==> config.mk <==
export PLATFORM = sky130hd
export DESIGN_NAME = swr_ctrl
export DESIGN_NICKNAME = d
export VERILOG_FILES = /design/src/swr_pkg.sv /design/src/swr_ctrl.sv
export SDC_FILE = /design/constraint.sdc
export NUM_CORES = 1
export LEC_CHECK = 0
export BUFFER_PORTS_ARGS = -buffer_cell sky130_fd_sc_hd__buf_2
export CORE_AREA = 2 2 131 133
export CTS_CLUSTER_SIZE = 8
export DETAILED_ROUTE_END_ITERATION = 7
export DIE_AREA = 0 0 133 135
export HOLD_SLACK_MARGIN = 0.02
export PLACE_DENSITY = 0.73
export SKIP_LAST_GASP = 1
export SLEW_MARGIN = 20
export SYNTH_ARGS = -nofsm -noshare
export SYNTH_HDL_FRONTEND = slang
export SYNTH_SLANG_ARGS = --single-unit
==> constraint.sdc <==
create_clock -name ref_clk -period 3.2 [get_ports ref_clk]
set_input_delay 0.32 -clock ref_clk [delete_from_list [all_inputs] [get_ports ref_clk]]
set_output_delay 0.32 -clock ref_clk [all_outputs]
set_load 0.05 [all_outputs]
==> src/swr_pkg.sv <==
// Package for the sleep, wake-up and reset controller.
// Assumes a single 50 MHz reference clock and an AXI4-Lite register bus.
package swr_pkg;
  // Register byte offsets.
  localparam logic [3:0] SWR_CTRL_OFS = 4'h0;
  localparam logic [3:0] SWR_STAT_OFS = 4'h4;
  localparam logic [3:0] SWR_PINEN_OFS = 4'h8;
  // Control register fields.
  localparam int SWR_WAKE_SEL_BIT = 5;
  localparam int SWR_CMPWK_BIT = 6;
  // Number of wake pins.
  localparam int SWR_NPIN = 16;
  // Wake delays in low-speed oscillator periods.
  localparam logic [11:0] SWR_NORMAL_WAKE = 12'hBB8;
  localparam logic [11:0] SWR_FAST_WAKE = 12'h02D;
  // Low-speed oscillator tick divider, 50 MHz / 64.
  localparam logic [5:0] SWR_LS_DIV = 6'h3F;
  // Restart address after any reset.
  localparam logic [15:0] SWR_RESET_PC = 16'h0000;
  // Reset values.
  localparam logic [7:0] SWR_CTRL_RST = 8'h00;
  localparam logic [15:0] SWR_PINEN_RST = 16'h0000;
  // AXI responses.
  localparam logic [1:0] SWR_RESP_OK = 2'h0;
  localparam logic [1:0] SWR_RESP_ERR = 2'h2;
  // Power states.
  typedef enum logic [1:0] {SWR_ON, SWR_SAVE, SWR_DOWN, SWR_WAKE} swr_mode_t;
endpackage

==> src/swr_ctrl.sv <==
// Sleep, wake-up and reset controller core with AXI4-Lite registers.
// Assumes the core, pins and timer inputs are synchronous to ref_clk.
// Functional notes
// - Deep power-down stops both RC oscillators.
// - Deep power-down switches code memory off.
// - Deep power-down keeps SRAM and registers.
// - Deep power-down wakes only on enabled pins.
// - Pin wake resumes after the sleep instruction.
// - Timer wake only in light power-save.
// - Comparator wake only in light power-save.
// - Normal wake waits 3000 low-speed clocks.
// - Fast wake waits 45 low-speed clocks.
// - Fast boot option forces fast wake.
// - Otherwise control bit five selects wake.
// - Any enabled input pin change wakes device.
// - Reset restores defaults, restarts at zero.
// - Pin or watchdog reset keeps SRAM.
// - Light power-save gates system clock and code memory.
// - Off-system-clock timer match wakes light save.
`timescale 1ns/10ps
`default_nettype none
module swr_ctrl
  import swr_pkg::*;
(
  // Clock and reset.
  input wire logic ref_clk,
  input wire logic rst_n,
  // Build option and reset cause.
  input wire logic fast_boot,
  input wire logic reset_keep_cause,
  // Core sleep requests.
  input wire logic save_req,
  input wire logic down_req,
  // Wake sources.
  input wire logic [SWR_NPIN-1:0] wake_pins,
  input wire logic [SWR_NPIN-1:0] pin_is_input,
  input wire logic timer_match,
  input wire logic timer_off_sysclk,
  input wire logic cmp_event,
  // Power controls.
  output logic sys_clk_en,
  output logic high_speed_rc_osc_en,
  output logic low_speed_rc_osc_en,
  output logic programmable_code_memory_en,
  output logic sram_clear,
  output logic resume_pulse,
  output logic [15:0] restart_pc,
  // AXI4-Lite slave.
  input wire logic [3:0] s_axi_awaddr,
  input wire logic s_axi_awvalid,
  output logic s_axi_awready,
  input wire logic [31:0] s_axi_wdata,
  input wire logic [3:0] s_axi_wstrb,
  input wire logic s_axi_wvalid,
  output logic s_axi_wready,
  output logic [1:0] s_axi_bresp,
  output logic s_axi_bvalid,
  input wire logic s_axi_bready,
  input wire logic [3:0] s_axi_araddr,
  input wire logic s_axi_arvalid,
  output logic s_axi_arready,
  output logic [31:0] s_axi_rdata,
  output logic [1:0] s_axi_rresp,
  output logic s_axi_rvalid,
  input wire logic s_axi_rready
);

  // All state of the block in one record.
  typedef struct packed {
    swr_mode_t mode;
    logic deep;
    logic [SWR_NPIN-1:0] sync1;
    logic [SWR_NPIN-1:0] sync2;
    logic [SWR_NPIN-1:0] snap;
    logic [5:0] div;
    logic [11:0] wcnt;
    logic [11:0] wlim;
    logic [7:0] ctrl;
    logic [SWR_NPIN-1:0] pinen;
    logic [1:0] last_src;
    logic sysclk;
    logic hs_en;
    logic ls_en;
    logic mem_en;
    logic sram_clr;
    logic resume;
    logic [15:0] pc;
    logic aw_got;
    logic [3:0] aw_a;
    logic w_got;
    logic [31:0] w_d;
    logic [3:0] w_s;
    logic bvalid;
    logic [1:0] bresp;
    logic arready;
    logic rvalid;
    logic [31:0] rdata;
    logic [1:0] rresp;
    // Registered ready flags for the address and data channels.
    logic awready;
    logic wready;
  } swr_state_t;

  swr_state_t st;
  swr_state_t next_st;

  // Wake qualifiers, kept outside the record since they are combinational in it and the inputs.
  logic [SWR_NPIN-1:0] pin_change;
  logic pin_wake;
  logic save_wake;
  logic fast_sel;
  logic [31:0] stat_word;

  // Per-pin change detect against the snapshot; only enabled inputs count.
  genvar gi;
  generate
    for (gi = 0; gi < SWR_NPIN; gi++) begin : g_pin
      assign pin_change[gi] = st.pinen[gi] & pin_is_input[gi]
                              & (st.sync2[gi] ^ st.snap[gi]);
    end
  endgenerate

  assign pin_wake = |pin_change;
  // Timer and comparator wake count only when the block is in light save.
  assign save_wake = (timer_match & timer_off_sysclk)
                     | (cmp_event & st.ctrl[SWR_CMPWK_BIT]);
  // Build option overrides the select bit.
  assign fast_sel = fast_boot | st.ctrl[SWR_WAKE_SEL_BIT];

  // Status word shows mode, deep flag and last wake source.
  assign stat_word = {26'h0, st.last_src, st.deep, 1'b0, st.mode};

  // Next-state logic for power sequencing and the register slave.
  always_comb begin
    next_st = st;
    next_st.resume = 1'b0;
    next_st.sram_clr = 1'b0;
    next_st.sync1 = wake_pins;
    next_st.sync2 = st.sync1;
    // Low-speed oscillator tick only while it runs.
    if (st.ls_en) begin
      next_st.div = st.div + 6'h01;
    end
    case (st.mode)
      SWR_ON: begin
        next_st.snap = st.sync2;
        if (down_req) begin
          next_st.mode = SWR_DOWN;
          next_st.deep = 1'b1;
          next_st.sysclk = 1'b0;
          next_st.hs_en = 1'b0;
          next_st.ls_en = 1'b0;
          next_st.mem_en = 1'b0;
        end else if (save_req) begin
          next_st.mode = SWR_SAVE;
          next_st.deep = 1'b0;
          next_st.sysclk = 1'b0;
          next_st.mem_en = 1'b0;
        end
      end
      SWR_SAVE: begin
        // Oscillators untouched here, only the system clock and code memory are off.
        if (pin_wake || save_wake) begin
          next_st.mode = SWR_WAKE;
          next_st.last_src = pin_wake ? 2'h1 : 2'h2;
          next_st.wcnt = 12'h000;
          next_st.div = 6'h00;
          next_st.wlim = fast_sel ? SWR_FAST_WAKE : SWR_NORMAL_WAKE;
        end
      end
      SWR_DOWN: begin
        // Timer and comparator are ignored; registers held as they are.
        if (pin_wake) begin
          next_st.mode = SWR_WAKE;
          next_st.last_src = 2'h1;
          next_st.wcnt = 12'h000;
          next_st.div = 6'h00;
          next_st.ls_en = 1'b1;
          next_st.hs_en = 1'b1;
          next_st.wlim = fast_sel ? SWR_FAST_WAKE : SWR_NORMAL_WAKE;
        end
      end
      SWR_WAKE: begin
        // Count low-speed periods; release only at the terminal count.
        if (st.div == SWR_LS_DIV) begin
          if (st.wcnt == st.wlim - 12'h001) begin
            next_st.mode = SWR_ON;
            next_st.deep = 1'b0;
            next_st.sysclk = 1'b1;
            next_st.mem_en = 1'b1;
            next_st.resume = 1'b1;
          end else begin
            next_st.wcnt = st.wcnt + 12'h001;
          end
        end
      end
      default: next_st.mode = SWR_ON;
    endcase

    // Write channel: address and data may arrive in either order.
    if (s_axi_awvalid && st.awready) begin
      next_st.aw_got = 1'b1;
      next_st.aw_a = s_axi_awaddr;
    end
    if (s_axi_wvalid && st.wready) begin
      next_st.w_got = 1'b1;
      next_st.w_d = s_axi_wdata;
      next_st.w_s = s_axi_wstrb;
    end
    if (st.aw_got && st.w_got) begin
      next_st.aw_got = 1'b0;
      next_st.w_got = 1'b0;
      next_st.bvalid = 1'b1;
      next_st.bresp = SWR_RESP_OK;
      if (st.aw_a == SWR_CTRL_OFS) begin
        if (st.w_s[0]) next_st.ctrl = st.w_d[7:0];
      end else if (st.aw_a == SWR_PINEN_OFS) begin
        if (st.w_s[0]) next_st.pinen[7:0] = st.w_d[7:0];
        if (st.w_s[1]) next_st.pinen[15:8] = st.w_d[15:8];
      end else if (st.aw_a != SWR_STAT_OFS) begin
        next_st.bresp = SWR_RESP_ERR;
      end
    end
    if (st.bvalid && s_axi_bready) begin
      next_st.bvalid = 1'b0;
    end

    // Read channel: one-cycle accept, data valid in the same cycle.
    next_st.arready = 1'b0;
    if (s_axi_arvalid && !st.arready && !st.rvalid) begin
      next_st.arready = 1'b1;
      next_st.rvalid = 1'b1;
      next_st.rresp = SWR_RESP_OK;
      case (s_axi_araddr)
        SWR_CTRL_OFS: next_st.rdata = {24'h0, st.ctrl};
        SWR_STAT_OFS: next_st.rdata = stat_word;
        SWR_PINEN_OFS: next_st.rdata = {16'h0, st.pinen};
        default: begin
          next_st.rdata = 32'h0;
          next_st.rresp = SWR_RESP_ERR;
        end
      endcase
    end
    if (st.rvalid && s_axi_rready) begin
      next_st.rvalid = 1'b0;
    end

    // Ready is registered from the next state, so it never shows high while a
    // word is held or a response waits, and the port comes straight from a flop.
    next_st.awready = !next_st.aw_got && !next_st.bvalid;
    next_st.wready = !next_st.w_got && !next_st.bvalid;
  end

  // Register the record; reset returns defaults and restarts at zero.
  always_ff @(posedge ref_clk) begin
    if (!rst_n) begin
      st <= '0;
      st.mode <= SWR_ON;
      st.ctrl <= SWR_CTRL_RST;
      st.pinen <= SWR_PINEN_RST;
      st.sysclk <= 1'b1;
      st.hs_en <= 1'b1;
      st.ls_en <= 1'b1;
      st.mem_en <= 1'b1;
      st.pc <= SWR_RESET_PC;
      // SRAM is cleared only for causes other than pin or watchdog reset.
      st.sram_clr <= !reset_keep_cause;
    end else begin
      st <= next_st;
    end
  end

  // Outputs straight from the record.
  // Every port is one field of the record, so none has logic in front of it.
  assign sys_clk_en = st.sysclk;
  assign high_speed_rc_osc_en = st.hs_en;
  assign low_speed_rc_osc_en = st.ls_en;
  assign programmable_code_memory_en = st.mem_en;
  assign sram_clear = st.sram_clr;
  assign resume_pulse = st.resume;
  assign restart_pc = st.pc;
  assign s_axi_awready = st.awready;
  assign s_axi_wready = st.wready;
  assign s_axi_bvalid = st.bvalid;
  assign s_axi_bresp = st.bresp;
  assign s_axi_arready = st.arready;
  assign s_axi_rvalid = st.rvalid;
  assign s_axi_rdata = st.rdata;
  assign s_axi_rresp = st.rresp;

  // Checks on the sequencing; each label carries the tag of the rule it guards.
  // Residence in the low-power states and the wake delay that follows.
  a_down_osc_off: assert property (@(posedge ref_clk) disable iff (!rst_n)
    st.mode == SWR_DOWN |-> !st.hs_en && !st.ls_en && !st.mem_en)
    else $error("oscillators or code memory on in power-down");
  a_save_osc_on: assert property (@(posedge ref_clk) disable iff (!rst_n)
    $rose(st.mode == SWR_SAVE) |-> st.hs_en && st.ls_en && !st.sysclk)
    else $error("light save changed oscillators");
  a_down_no_timer: assert property (@(posedge ref_clk) disable iff (!rst_n)
    st.mode == SWR_DOWN && !pin_wake |=> st.mode == SWR_DOWN)
    else $error("power-down left without pin change");
  a_fast_limit: assert property (@(posedge ref_clk) disable iff (!rst_n)
    st.mode == SWR_WAKE && fast_boot |-> st.wlim == SWR_FAST_WAKE)
    else $error("fast boot did not force fast wake");
  a_sel_limit: assert property (@(posedge ref_clk) disable iff (!rst_n)
    $rose(st.mode == SWR_WAKE) |-> st.wlim == (fast_sel ? SWR_FAST_WAKE : SWR_NORMAL_WAKE))
    else $error("wrong wake limit");
  a_resume_count: assert property (@(posedge ref_clk) disable iff (!rst_n)
    st.resume |-> $past(st.wcnt) == st.wlim - 12'h001)
    else $error("resume before terminal count");
  a_resume_clk: assert property (@(posedge ref_clk) disable iff (!rst_n)
    st.resume |-> st.sysclk && st.mode == SWR_ON && st.pc == SWR_RESET_PC)
    else $error("resume without clock");
  a_down_regs: assert property (@(posedge ref_clk) disable iff (!rst_n)
    st.mode == SWR_DOWN && !st.aw_got |=> $stable(st.ctrl))
    else $error("register changed in power-down");
  // Entry into each low-power state, one cycle after the core's request.
  a_down_entry: assert property (@(posedge ref_clk) disable iff (!rst_n)
    st.mode == SWR_ON && down_req |=> st.mode == SWR_DOWN && !st.hs_en && !st.ls_en)
    else $error("power-down entry left an oscillator on");
  a_save_entry: assert property (@(posedge ref_clk) disable iff (!rst_n)
    st.mode == SWR_ON && save_req && !down_req |=> st.mode == SWR_SAVE && st.hs_en && st.ls_en)
    else $error("light save entry stopped an oscillator");
  // The wake counter runs off the low-speed oscillator, so both sources must run.
  a_wake_osc_on: assert property (@(posedge ref_clk) disable iff (!rst_n)
    st.mode == SWR_WAKE |-> st.hs_en && st.ls_en)
    else $error("oscillator off while counting the wake delay");
  // Reset is not disabled here: the kept cause is judged while reset is held.
  a_keep_sram: assert property (@(posedge ref_clk)
    !rst_n && reset_keep_cause |=> !st.sram_clr)
    else $error("SRAM cleared for a pin or watchdog reset");
  // Main scenarios to be seen.
  c_down_wake: cover property (@(posedge ref_clk) disable iff (!rst_n)
    st.mode == SWR_DOWN ##1 st.mode == SWR_WAKE);
  c_save_timer: cover property (@(posedge ref_clk) disable iff (!rst_n)
    st.mode == SWR_SAVE && timer_match && timer_off_sysclk);
  c_save_cmp: cover property (@(posedge ref_clk) disable iff (!rst_n)
    st.mode == SWR_SAVE && cmp_event && st.ctrl[SWR_CMPWK_BIT]);
  c_resume: cover property (@(posedge ref_clk) disable iff (!rst_n) st.resume);
endmodule
`default_nettype wire

==> results.md <==
* # hold bufs at CTS at 0
* CTS HTree Levels at 4
* Tmin final at 2.66 ns
* Final Cycle Share at 0.832
* Max cap viols at 0
* CTS tree: built
* DIE WIDTH at 133 um
* Outcome: complete, no violations
* FF+latch count, synth at 149
* Vias at 5044
* Global-route wire length before repair at 22.2 mm
* PD cells at 679 nW/um^2
* EDFF count, synth at 0
* Final HPWL DP at 9.79 mm
* I/O pin count at 153
* Crit end category: register
* Final setup violation count at 0
* Number of global-route vias before repair at 4506
* HP Class: primary input to register
* Post-Synthesis Cell Area at 6490 um^2
* Worst rel slew slack at 0.479
* Clk sinks at 149
* Final Wtd Congestion at 0.854
* CTS Buf Count at 17
* Slew Viols, Final at 0
* # DRC at 0
* Critical Path AT at 3.02 ns
* YS warnings at 0
* Endpoints failing hold at 0
* Worst-case vdd ir drop at 0.502 mV
* Peak Freq at 376 MHz
* GRT Util Overall at 0.157
* Largest net degree at the start of global routing at 78
* Clk_lat worst skew at 0.43 ns
* Cell taking the most area after synthesis: dfxtp_1
* Layout cells sized above 1 at 0.180
* DR iter-0 viols at 331
* Hold slack at 0.0390 ns
* Crit-path leading delay family: simple AND/OR/NAND/NOR gates
* Row count at 47
* Chip height at 135 um
* CP Launch Type: register
* Register area share after synthesis at 0.460
* Root buf cell: clkbuf_16
* Cells after Synth at 730
* Die area at 18000 um^2
* Total global routing overflow at 0
* CP max stage cell: or4_1
* RSZ-0062 raised after global routing: false
* Critical path data required time at 3.56 ns
* Critical path cell sequence: inv_1 > ha_1 > and2_4 > a41o_1 > or4b_4 > o211a_1 > or4_1 > a21oi_1
* CP peak stage delay at 0.50 ns
* Clk_skew at 0.0147 ns
* CTS max path bufs at 2
* Final net count at 896
* Area Growth Syn to Fin at 15.3%
* Leak Pwr at 3.20 nW
* Top post-synthesis cells by area: dfxtp_1 46%, mux2i_1 9.4%, buf_4 6.4%
* Synth top area share at 0.460
* CTS resizes at 0
* Setup bufs post-CTS at 0
* Syn_area_per_cell at 8.89 um^2
* Critical path class: register to register
* Reg clk slew, reported paths at 0.06 ns
* Post-synth top flop: dfxtp_1
* Via/cell ratio at 4.88
* Initial antenna violation count at 2
* Core ar. at 16400 um^2
* Initial Util at 0.395
* Synth unique cells at 52
* CP max FO at 10
* Async SR Flop Fraction at 0
* I/O Buffers at 100
* Critical path buffers and inverters at 1
* Wirelength per Cell at 13.4 um
* Wirelength, routed at 13.8 mm
* Antenna Nets Post-Route at 0
* Pre-antenna DRT Iters at 5
* Setup TNS at 0 ns
* Slew of the pin with the lowest slew margin at 0.782 ns
-- cell families (layout without fill, tap and decap cells) --
group           after synthesis  in the layout  synth area share
compound gates              100            100            0.0958
xor+xnor                     25             25            0.0337
fa+ha+maj                     7              7            0.0135
buf+inv                     100            149            0.0926
flops                       149            149             0.460
mux                          61             61            0.0941
other cells                   1             36          0.000578
simple gates                287            287             0.210
-- cell usage in the layout (no fill, tap or decap), types with 6 or more instances in the layout --
master / count
a21oi_1: 41
a22oi_1: 14
and2_1: 42
and3_1: 8
buf_2: 100
buf_4: 7
clkbuf_16: 17
conb_1: 34
dfxtp_1: 149
ha_1: 7
inv_1: 9
mux2i_1: 61
nand2_1: 93
nand2b_1: 9
nand3_1: 13
nand4_1: 7
nor2_1: 78
nor3_1: 14
o211ai_1: 6
o21ai_0: 12
o22ai_1: 8
xnor2_1: 21
-- cell usage after synthesis, drive strengths merged (2+ instances only) --
master / number
mux2i: 61
buf: 62
nand3: 13
xor2: 4
dfxtp: 149
o21a: 2
and3: 8
or3b: 2
ha: 7
clkbuf: 28
o22ai: 8
a21oi: 41
xnor2: 21
nand2b: 9
inv: 10
o21ai: 12
o211a: 2
or3: 2
nor4: 5
and2: 43
o211ai: 6
nor2: 78
nand4: 7
a31oi: 3
a31o: 2
nand2: 93
nor3: 14
nor2b: 5
a22oi: 14
-- layout make-up --
cell class | instances | area [um^2]
multi-input cells | 514 | 3030
inverters | 10 | 37.5
clock inverters | 12 | 144
well taps | 220 | 275
diodes | 2 | 5.00
flip-flops and latches | 149 | 2980
fillers | 1597 | 8920
repair buffers | 107 | 553
clock buffers | 20 | 457
-- sequential cells by signal, indices dropped and copies added (netlist names) --
signal and count:
s_axi_wready 1, high_speed_rc_osc_en 1, s_axi_rdata 16, s_axi_bresp 1, resume_pulse 1, s_axi_bvalid 1
s_axi_rresp 1, s_axi_arready 1, s_axi_awready 1, next_st 16, sram_clear 1, programmable_code_memory_en 1
s_axi_rvalid 1, st 106
-- per-stage QoR --
| stage | cell area, um^2 | worst slack [ns] | std cells | util | power, mW |
|---|---|---|---|---|---|
| after CTS | 7480 | 0.542 | 1032 | 0.456 | 5.13 |
| after global routing | 7480 | 0.359 | 1034 | 0.456 | 5.32 |
| after floorplan | 6610 | 0.701 | 763 | - | 2.96 |
| after global placement | 6880 | 0.599 | 1000 | 0.419 | 3.10 |
| final | 7480 | 0.538 | 1034 | 0.456 | 5.08 |
| after detailed placement | 6880 | 0.559 | 1000 | 0.419 | 3.13 |
-- power by group --
part	internal, mW	leakage (nW)	switching [mW]
Sequential	1.97	1.21	0.108
Clock	1.20	0.290	0.790
Combinational	0.367	1.70	0.648
Total	3.54	3.20	1.55
-- path summary, 6_finish.rpt --
path / startpoint / end / slack (ns) / cells past startpoint
max: st[133]$_SDFFE_PN0P_ / st[154]$_SDFFE_PN0P_ / 0.54 / 8
min: reset_keep_cause / sram_clear$_SDFF_PP0_ / 0.04 / 2
max reg2reg: st[133]$_SDFFE_PN0P_ / st[154]$_SDFFE_PN0P_ / 0.54 / 8
min reg2reg: next_st[192]$_SDFF_PN0_ / st[192]$_SDFF_PN0_ / 0.43 / 1
-- worst register-to-register path, stage by stage (launching register included) --
cell,delay (ns)
dfxtp_1,0.47
inv_1,0.09
ha_1,0.27
and2_4,0.18
a41o_1,0.23
or4b_4,0.48
o211a_1,0.25
or4_1,0.50
a21oi_1,0.14
-- per-layer routing --
layer	GRT usage	wire length, um	up-vias
li1	-	-	2525
met1	0.208	6530	2342
met2	0.243	6230	155
met3	0.0390	727	22
met4	0.0717	320	0
met5	0	0	-
Note: power is estimated with default switching activity, not from simulation.
